`config.mk`:
```
export PLATFORM = sky130hd
export DESIGN_NAME = eeprom_i2c_slave_access
export DESIGN_NICKNAME = d
export VERILOG_FILES = /design/src/shared/elapsed_rec_pkg.sv /design/src/verilog/eeprom_i2c_slave_access.sv /design/src/verilog/wr_fifo.sv
export SDC_FILE = /design/constraint.sdc
export NUM_CORES = 2
export LEC_CHECK = 0
export ABC_CLOCK_PERIOD_IN_PS = 3760
export BUFFER_PORTS_ARGS = -buffer_cell sky130_fd_sc_hd__buf_2
export CORE_MARGIN = 3
export CORE_UTILIZATION = 42
export DETAILED_ROUTE_END_ITERATION = 8
export HOLD_SLACK_MARGIN = 0.12
export PLACE_DENSITY = 0.56
export SYNTH_ARGS = -nofsm -noshare
export SYNTH_HDL_FRONTEND = slang
export SYNTH_SLANG_ARGS = --single-unit
export TNS_END_PERCENT = 5
```
`constraint.sdc`:
```
create_clock -name mclk -period 3.76 [get_ports mclk]
set_input_delay 0 -clock mclk [delete_from_list [all_inputs] [get_ports mclk]]
set_output_delay 0 -clock mclk [all_outputs]
set_load 0.05 [all_outputs]
```
`src/shared/elapsed_rec_pkg.sv`:
```
// Constants, types and reset values for the serial slave access block
// Functional notes
// - One write transaction stays within one row
// - Counter advances after each received data byte
// - Counter wraps to start of same row
// - STOP after data starts the nonvolatile commit
// - Own address not acknowledged while committing
// - Reads start at current counter value
// - Dummy write loads counter before read
// - Each master ACK fetches the next byte
// - Responds to slave address D6h/D7h
// - Second byte of a write is memory address
// - Repeated START updates without commit delay
// - Foreign address ignored until next START
package elapsed_rec_pkg;
  // Slave address, upper seven bits of D6h
  localparam logic [6:0] SLAVE_ADDR = 7'h6B;
  // Byte framing
  localparam logic [3:0] BYTE_BITS = 4'h8;
  localparam int ROW_BITS = 3;
  // Memory geometry and write buffer
  localparam int MEM_BYTES_DFLT = 64;
  localparam int FIFO_DEPTH_DFLT = 32;
  // Timing: clock period and commit time in their own units
  localparam int MCLK_PERIOD_NS = 8;
  localparam int NV_COMMIT_TIME_NS = 10000000;
  localparam int NV_COMMIT_CYC = (NV_COMMIT_TIME_NS + MCLK_PERIOD_NS - 1) / MCLK_PERIOD_NS;
  // Values after reset
  localparam logic [7:0] MEM_ERASED = 8'hFF;
  localparam logic BUS_IDLE = 1'b1;

  // Protocol states, one-hot
  typedef enum logic [6:0] {
    ST_IDLE = 7'h01,
    ST_ADDR = 7'h02,
    ST_ACK = 7'h04,
    ST_WR = 7'h08,
    ST_RD = 7'h10,
    ST_MACK = 7'h20,
    ST_SKIP = 7'h40
  } proto_st_t;
endpackage : elapsed_rec_pkg

```
`src/verilog/eeprom_i2c_slave_access.sv`:
```
// Serial slave access to the nonvolatile memory with paged writes
`timescale 1ns/1ns
module eeprom_i2c_slave_access #(
  parameter int MEM_BYTES = elapsed_rec_pkg::MEM_BYTES_DFLT,
  parameter int FIFO_DEPTH = elapsed_rec_pkg::FIFO_DEPTH_DFLT,
  parameter int COMMIT_CYC = elapsed_rec_pkg::NV_COMMIT_CYC
) (
  // Clock and reset
  input wire logic mclk,
  input wire logic sys_rst,
  // Serial bus pins, SDA open drain
  input wire logic scl_i,
  input wire logic sda_i,
  output logic sda_o,
  output logic sda_oe,
  // Status
  output logic nv_busy
);
  import elapsed_rec_pkg::*;

  localparam int AW = $clog2(MEM_BYTES);
  localparam int CW = $clog2(COMMIT_CYC + 1);
  localparam int FW = AW + 8;

  typedef struct packed {
    logic [MEM_BYTES-1:0][7:0] mem;
    proto_st_t state;
    logic [3:0] bitcnt;
    logic [7:0] shreg;
    logic [AW-1:0] addr_cnt;
    logic first;
    logic is_write;
    logic wrote;
    logic drain;
    logic ack_rx;
    logic sda_oe;
    logic [CW-1:0] busy_cnt;
    logic scl_m;
    logic scl_s;
    logic scl_d;
    logic sda_m;
    logic sda_s;
    logic sda_d;
  } acc_st_t;

  acc_st_t r;
  acc_st_t n;
  logic push_valid;
  logic [FW-1:0] push_data;
  logic fifo_in_ready;
  logic fifo_out_valid;
  logic [FW-1:0] fifo_out_data;
  logic scl_rise;
  logic scl_fall;
  logic bus_start;
  logic bus_stop;

  // Next location inside the same row, low bits wrap
  function automatic logic [AW-1:0] row_next(input logic [AW-1:0] a);
    row_next = {a[AW-1:ROW_BITS], a[ROW_BITS-1:0] + 1'b1};
  endfunction : row_next

  // Next location across the whole array
  function automatic logic [AW-1:0] lin_next(input logic [AW-1:0] a);
    lin_next = a + 1'b1;
  endfunction : lin_next

  // Edges and conditions seen on the synchronised pins only
  assign scl_rise = r.scl_s & ~r.scl_d;
  assign scl_fall = ~r.scl_s & r.scl_d;
  assign bus_start = r.scl_s & r.scl_d & r.sda_d & ~r.sda_s;
  assign bus_stop = r.scl_s & r.scl_d & ~r.sda_d & r.sda_s;

  // Pin drive: open drain, only ever pulls low
  assign sda_o = 1'b0;
  assign sda_oe = r.sda_oe;
  assign nv_busy = (r.busy_cnt != '0);

  // Received bytes wait here until the transaction closes
  wr_fifo #(
    .W(FW),
    .DEPTH(FIFO_DEPTH)
  ) u_wr_fifo (
    .mclk(mclk),
    .sys_rst(sys_rst),
    .in_valid(push_valid),
    .in_ready(fifo_in_ready),
    .in_data(push_data),
    .out_valid(fifo_out_valid),
    .out_ready(r.drain),
    .out_data(fifo_out_data)
  );

  // Protocol engine, commit timer and buffer drain
  always_comb begin
    logic load_rd;
    load_rd = 1'b0;
    n = r;
    push_valid = 1'b0;
    push_data = {r.addr_cnt, r.shreg};
    // Two flops per pin, third stage only for edge detection
    n.scl_m = scl_i;
    n.scl_s = r.scl_m;
    n.scl_d = r.scl_s;
    n.sda_m = sda_i;
    n.sda_s = r.sda_m;
    n.sda_d = r.sda_s;
    if (r.busy_cnt != '0) begin
      n.busy_cnt = r.busy_cnt - 1'b1;
    end
    // Drain buffered bytes into the array once the transaction closed
    if (r.drain && fifo_out_valid) begin
      n.mem[fifo_out_data[FW-1:8]] = fifo_out_data[7:0];
    end
    if (r.drain && !fifo_out_valid) begin
      n.drain = 1'b0;
    end
    if (bus_start) begin
      // Repeated START: apply the data but no commit delay
      if (r.wrote) begin
        n.drain = 1'b1;
      end
      n.wrote = 1'b0;
      n.state = ST_ADDR;
      n.bitcnt = '0;
      n.sda_oe = 1'b0;
    end else if (bus_stop) begin
      // STOP after data: drain and hold off the bus for the commit
      if (r.wrote) begin
        n.drain = 1'b1;
        n.busy_cnt = CW'(COMMIT_CYC);
      end
      n.wrote = 1'b0;
      n.state = ST_IDLE;
      n.sda_oe = 1'b0;
    end else begin
      case (r.state)
        ST_ADDR, ST_WR: begin
          if (scl_rise) begin
            n.shreg = {r.shreg[6:0], r.sda_s};
            n.bitcnt = r.bitcnt + 1'b1;
          end
          if (scl_fall && r.bitcnt == BYTE_BITS) begin
            n.bitcnt = '0;
            n.state = ST_SKIP;
            if (r.state == ST_ADDR) begin
              // Own address acknowledged only when not committing
              if (r.shreg[7:1] == SLAVE_ADDR && r.busy_cnt == '0) begin
                n.sda_oe = 1'b1;
                n.is_write = ~r.shreg[0];
                n.first = 1'b1;
                n.state = ST_ACK;
              end
            end else if (r.first) begin
              // First byte after a write address sets the counter
              n.addr_cnt = r.shreg[AW-1:0];
              n.first = 1'b0;
              n.sda_oe = 1'b1;
              n.state = ST_ACK;
            end else if (fifo_in_ready) begin
              // Full buffer refuses the byte with a NACK
              push_valid = 1'b1;
              n.addr_cnt = row_next(r.addr_cnt);
              n.wrote = 1'b1;
              n.sda_oe = 1'b1;
              n.state = ST_ACK;
            end
          end
        end
        ST_ACK: begin
          if (scl_fall) begin
            n.bitcnt = '0;
            if (r.is_write) begin
              n.sda_oe = 1'b0;
              n.state = ST_WR;
            end else begin
              load_rd = 1'b1;
            end
          end
        end
        ST_RD: begin
          if (scl_rise) begin
            n.bitcnt = r.bitcnt + 1'b1;
          end
          if (scl_fall) begin
            if (r.bitcnt == BYTE_BITS) begin
              n.sda_oe = 1'b0;
              n.state = ST_MACK;
            end else begin
              n.shreg = {r.shreg[6:0], 1'b1};
              n.sda_oe = ~r.shreg[6];
            end
          end
        end
        ST_MACK: begin
          if (scl_rise) begin
            n.ack_rx = ~r.sda_s;
          end
          if (scl_fall) begin
            n.bitcnt = '0;
            if (r.ack_rx) begin
              load_rd = 1'b1;
            end else begin
              n.state = ST_SKIP;
            end
          end
        end
        ST_IDLE, ST_SKIP: begin
          n.sda_oe = 1'b0;
        end
        default: begin
          n.state = ST_IDLE;
          n.sda_oe = 1'b0;
        end
      endcase
    end
    // Fetch at the counter and present the first bit
    if (load_rd) begin
      n.shreg = r.mem[r.addr_cnt];
      n.sda_oe = ~r.mem[r.addr_cnt][7];
      n.addr_cnt = lin_next(r.addr_cnt);
      n.state = ST_RD;
    end
  end

  // State register; array resets to the erased pattern
  always_ff @(posedge mclk) begin
    if (sys_rst) begin
      r <= '0;
      r.mem <= {MEM_BYTES{MEM_ERASED}};
      r.state <= ST_IDLE;
      r.scl_m <= BUS_IDLE;
      r.scl_s <= BUS_IDLE;
      r.scl_d <= BUS_IDLE;
      r.sda_m <= BUS_IDLE;
      r.sda_s <= BUS_IDLE;
      r.sda_d <= BUS_IDLE;
    end else begin
      r <= n;
    end
  end
endmodule : eeprom_i2c_slave_access

```
`src/verilog/wr_fifo.sv`:
```
// Synchronous FIFO holding received address/data pairs until STOP or repeated START
`timescale 1ns/1ns
module wr_fifo #(
  parameter int W = 14,
  parameter int DEPTH = 32
) (
  // Clock and reset
  input wire logic mclk,
  input wire logic sys_rst,
  // Fill side
  input wire logic in_valid,
  output logic in_ready,
  input wire logic [W-1:0] in_data,
  // Drain side
  output logic out_valid,
  input wire logic out_ready,
  output logic [W-1:0] out_data
);
  localparam int PW = $clog2(DEPTH);

  typedef struct packed {
    logic [DEPTH-1:0][W-1:0] slots;
    logic [PW-1:0] wp;
    logic [PW-1:0] rp;
    logic [PW:0] cnt;
  } fifo_st_t;

  fifo_st_t r;
  fifo_st_t n;
  logic do_push;
  logic do_pop;

  // Honest full and empty from the occupancy count
  assign in_ready = (r.cnt != (PW+1)'(DEPTH));
  assign out_valid = (r.cnt != '0);
  assign out_data = r.slots[r.rp];
  assign do_push = in_valid & in_ready;
  assign do_pop = out_valid & out_ready;

  // Next state: pointers wrap naturally at a power-of-two depth
  always_comb begin
    n = r;
    if (do_push) begin
      n.slots[r.wp] = in_data;
      n.wp = r.wp + 1'b1;
    end
    if (do_pop) begin
      n.rp = r.rp + 1'b1;
    end
    if (do_push && !do_pop) begin
      n.cnt = r.cnt + 1'b1;
    end else if (do_pop && !do_push) begin
      n.cnt = r.cnt - 1'b1;
    end
  end

  // State register
  always_ff @(posedge mclk) begin
    if (sys_rst) begin
      r <= '0;
    end else begin
      r <= n;
    end
  end
endmodule : wr_fifo

```
==> implementation parameters <==
Parameter                              Value

Route
  Total via count after detailed routing    32665
  Detailed Route Iter0 Violations    2605
  Antenna violation net count after detailed routing    0
  Routed via count divided by cell count    5.553
  DRC violation count after routing    0
  Number of detailed-route iterations in the first pass    7
  Routed wire length per instance    21.56 um
  Final Routed Wirelength    126800 um

Synthesis
  Post-synth top area cell    dfxtp_1
  Post-synth ARST share    0%
  Number of synthesized flops with an enable pin    0
  Dominant synthesized flop cell    dfxtp_1
  Fraction of synthesized area in multiplexers    31.23%
  Largest family of logic cells by synthesized area    multiplexers
  Area fraction in compound gates after synthesis    6.236%
  Area share of the largest cell type after synthesis    44.84%
  Post-synthesis share of cell area spent on full adders, half adders and majority gates    0.4228%
  Count of distinct cell types in the synthesized netlist    78
  Post-synthesis register bit count    1034
  Warnings from Yosys    0
  Share of the synthesized netlist area taken by xor and xnor gates    0.5502%
  Synthesized instance count    4477
  Proportion of synthesized chip area in sequential cells    44.84%
  Dominant cells by area after synthesis    dfxtp_1, mux2i_1, mux4_2, nor2_1, clkbuf_1
  Average cell area after synthesis    10.31 um^2
  Net count of the mapped netlist    4496
  Synthesized cell area    0.04617 mm^2
  Simple-gate area share of the yosys netlist    12.82%

GRT
  Total routing resource utilization after global routing    22.14%
  Grt total ovfl    0
  Number of global-route vias before repair    31726
  Largest net degree at the start of global routing    194
  Global-route wire length before repair    197300 um
  Antenna violations before repair    2

CTS
  H-Tree Level Count    3
  Clock tree from TritonCTS    done
  Clock buffer count from CTS    111
  Number of buffers inserted by post-CTS setup repair    0
  Source-to-sink clock delay at the later pin of the worst-skew pair    0.69 ns
  Post-CTS clock slew at the launch and capture registers of the worst setup and hold paths    0.06 ns
  Maximum buffer depth of the clock tree    3
  Root buffer cell    clkbuf_16
  Number of clock sinks    1034

Place
  Routability Congestion    0.8389
  Dpl ws    0.03752 ns
  Post-DP HPWL    79330 um
  Port-buffer cells    5
  Post-placement cell count    5668

Timing
  Slew @ Worst Pin    1.068 ns
  Fin. Hold Viols    0
  Period utilization    94.46%
  Setup repair after global routing missed its margin    false
  Max Transition Viols Final    0
  Minimum clock period after layout    3.552 ns
  TNS Setup    0 ns
  Final setup margin    0.2082 ns
  Achievable frequency    0.2816 GHz
  Clock skew after layout    0.02819 ns
  Total of endpoints with negative setup slack in the final report    0
  Max-slew headroom at the worst pin    28.78%

Run status
  Status    completed

Flow run
  Max-cap viol count    0

Critical path
  Critical path origin    u_wr_fifo.r[9]
  Type of destination of the critical path    register
  Reg-to-reg slack, setup    0.21 ns
  Largest fanout of any net on the critical path    21
  Worst Path Class, Setup    reg2reg
  Worst setup SP type    register
  Launch instance of the worst register-to-register path    u_wr_fifo.r[9]
  Worst endpoint data arrival time    4.15 ns
  Required time of the critical path    4.36 ns

Power and ir drop
  Leak Pwr    18.08 nW
  Cell Pwr Density    455.0 mW/mm^2
  Total power draw    23.77 mW
  Peak VDD IR    0.3513 mV

Final layout
  P&R area growth vs syn    13.16%
  Number of fillers in the final layout    9859
  Antenna Diode Count    0
  Final cell count without fillers    5882
  Layout cells sized above 1    16.28%
  NumNets Final    4402

Worst hold path
  Worst min-delay path category    in2reg
  Min-delay src    sys_rst

Die
  Core footprint    0.1081 mm^2
  Overall die area    0.1139 mm^2
  Ports    7
  Y dimension of the die    337.5 um
  Die X-Extent    337.5 um
  Initial Utilization    42.71%
  Number of standard-cell rows in the floorplan    120
==> cell usage in the layout (no fill, tap or decap), types with 9 or more instances in the layout <==
| master | instances |
|---|---|
| a211o_1 | 9 |
| a211oi_1 | 10 |
| a21oi_1 | 111 |
| a22o_1 | 15 |
| buf_12 | 44 |
| buf_4 | 144 |
| bufinv_16 | 14 |
| clkbuf_1 | 20 |
| clkbuf_16 | 113 |
| clkbuf_8 | 30 |
| clkinv_2 | 26 |
| dfxtp_1 | 1024 |
| ha_1 | 14 |
| inv_1 | 14 |
| mux2i_1 | 976 |
| mux4_2 | 206 |
| nand2_1 | 145 |
| nand2_2 | 17 |
| nand2b_1 | 13 |
| nand3_1 | 25 |
| nor2_1 | 926 |
| nor2_2 | 41 |
| nor2_4 | 12 |
| nor2_8 | 10 |
| nor2b_1 | 10 |
| nor3_1 | 25 |
| o21ai_0 | 144 |
| o221ai_1 | 46 |
| o22ai_1 | 64 |
| or2_2 | 15 |
| or3_1 | 10 |
| xnor2_1 | 19 |
| xor2_1 | 10 |
==> cells by family (layout without fill, tap and decap cells) <==
group / after synthesis / in the layout
AO/OA/AOI/OAI: 461 / 461
flip-flops: 1034 / 1034
buffers and inverters: 419 / 421
multiplexers: 1183 / 1183
other: 1 / 1
AND/OR/NAND/NOR: 1335 / 1335
adder cells (fa/ha/maj): 15 / 15
XOR/XNOR: 29 / 29
==> worst paths after layout <==
check	endpoint	depth (start not counted)
worst max-delay path	r[243]	9
worst min-delay path	u_wr_fifo.r[83]	3
worst max register to register	r[243]	9
worst min register to register	n[3]	1
==> repair_timing <==
action / in CTS / in global routing
resized for setup: 0 / 1
hold buffers: 5 / 0
endpoints found under the hold margin: 153 / 0
setup endpoints to repair: 0 / 24
==> report_power, final <==
part           internal [mW]  leakage (nW)  switching, mW
sequential              11.0          8.36         0.0852
combinational          0.345          7.76          0.655
clock                   7.05          1.96           4.59
total                   18.4          18.1           5.33
==> layer usage <==
layer / GRT usage [%] / part of all wire (%)
met3: 3.004 / 5.1
met2: 34.55 / 45
met5: 0 / 0.0071
met4: 4.943 / 1.9
met1: 32.55 / 48
==> worst max-delay path, stage by stage, from the launching register on <==
cell and delay (ns):
dfxtp_1 0.32, buf_4 0.38, nand3_1 0.12, buf_4 0.20, o221ai_1 0.28, a211o_1 0.26, and3_1 0.36, and3_1 0.63
nand4_2 0.58, mux2i_1 0.32
==> synthesized netlist by cell type (10+ instances only) <==
master and instances:
xnor2_1 19, or2_2 15, and3_1 16, nor2_8 10, nor2_2 26, buf_4 12
xor2_1 10, clkbuf_1 253, a211oi_1 10, dfxtp_1 1034, nand2_2 16, nand2_1 146
nor2b_1 11, ha_1 14, buf_2 97, nor3_1 25, o22ai_1 64, inv_1 14
nand3_1 26, or3_1 10, nand2b_1 14, nor2_1 941, a22o_1 15, mux4_2 206
o221ai_1 46, buf_1 36, nor2_4 12, mux2i_1 976, a21oi_1 111, o21ai_0 144
==> flip-flops by register name, indices dropped and copies added (netlist names) <==
signal / flops
n: 4
push_data: 14
r: 551
sda_oe: 1
u_wr_fifo.r: 464
==> per-stage QoR <==
| stage | utilization, % | hold WS [ns] | cell area, um^2 |
|---|---|---|---|
| 2_1_floorplan | - | 0.1038 | 46170 |
| 3_3_place_gp | 44.64 | 0.1903 | 48260 |
| 3_5_place_dp | 44.64 | 0.1892 | 48260 |
| 4_1_cts | 48.33 | 0.3222 | 52240 |
| 5_1_grt | 48.33 | 0.3741 | 52250 |
| 6_report | 48.33 | 0.4009 | 52250 |
==> final cells by class <==
cell class	instances	area, um^2	area share [%]
inverter	14	52.55	0.1006
tap	1403	1755	3.360
clock buffer	163	3316	6.346
multi-input combinational	3024	23730	45.43
sequential	1034	20730	39.67
timing repair buffer	198	2047	3.918
clock inverter	46	614.3	1.176
Note: power is estimated with default switching activity, not from simulation.
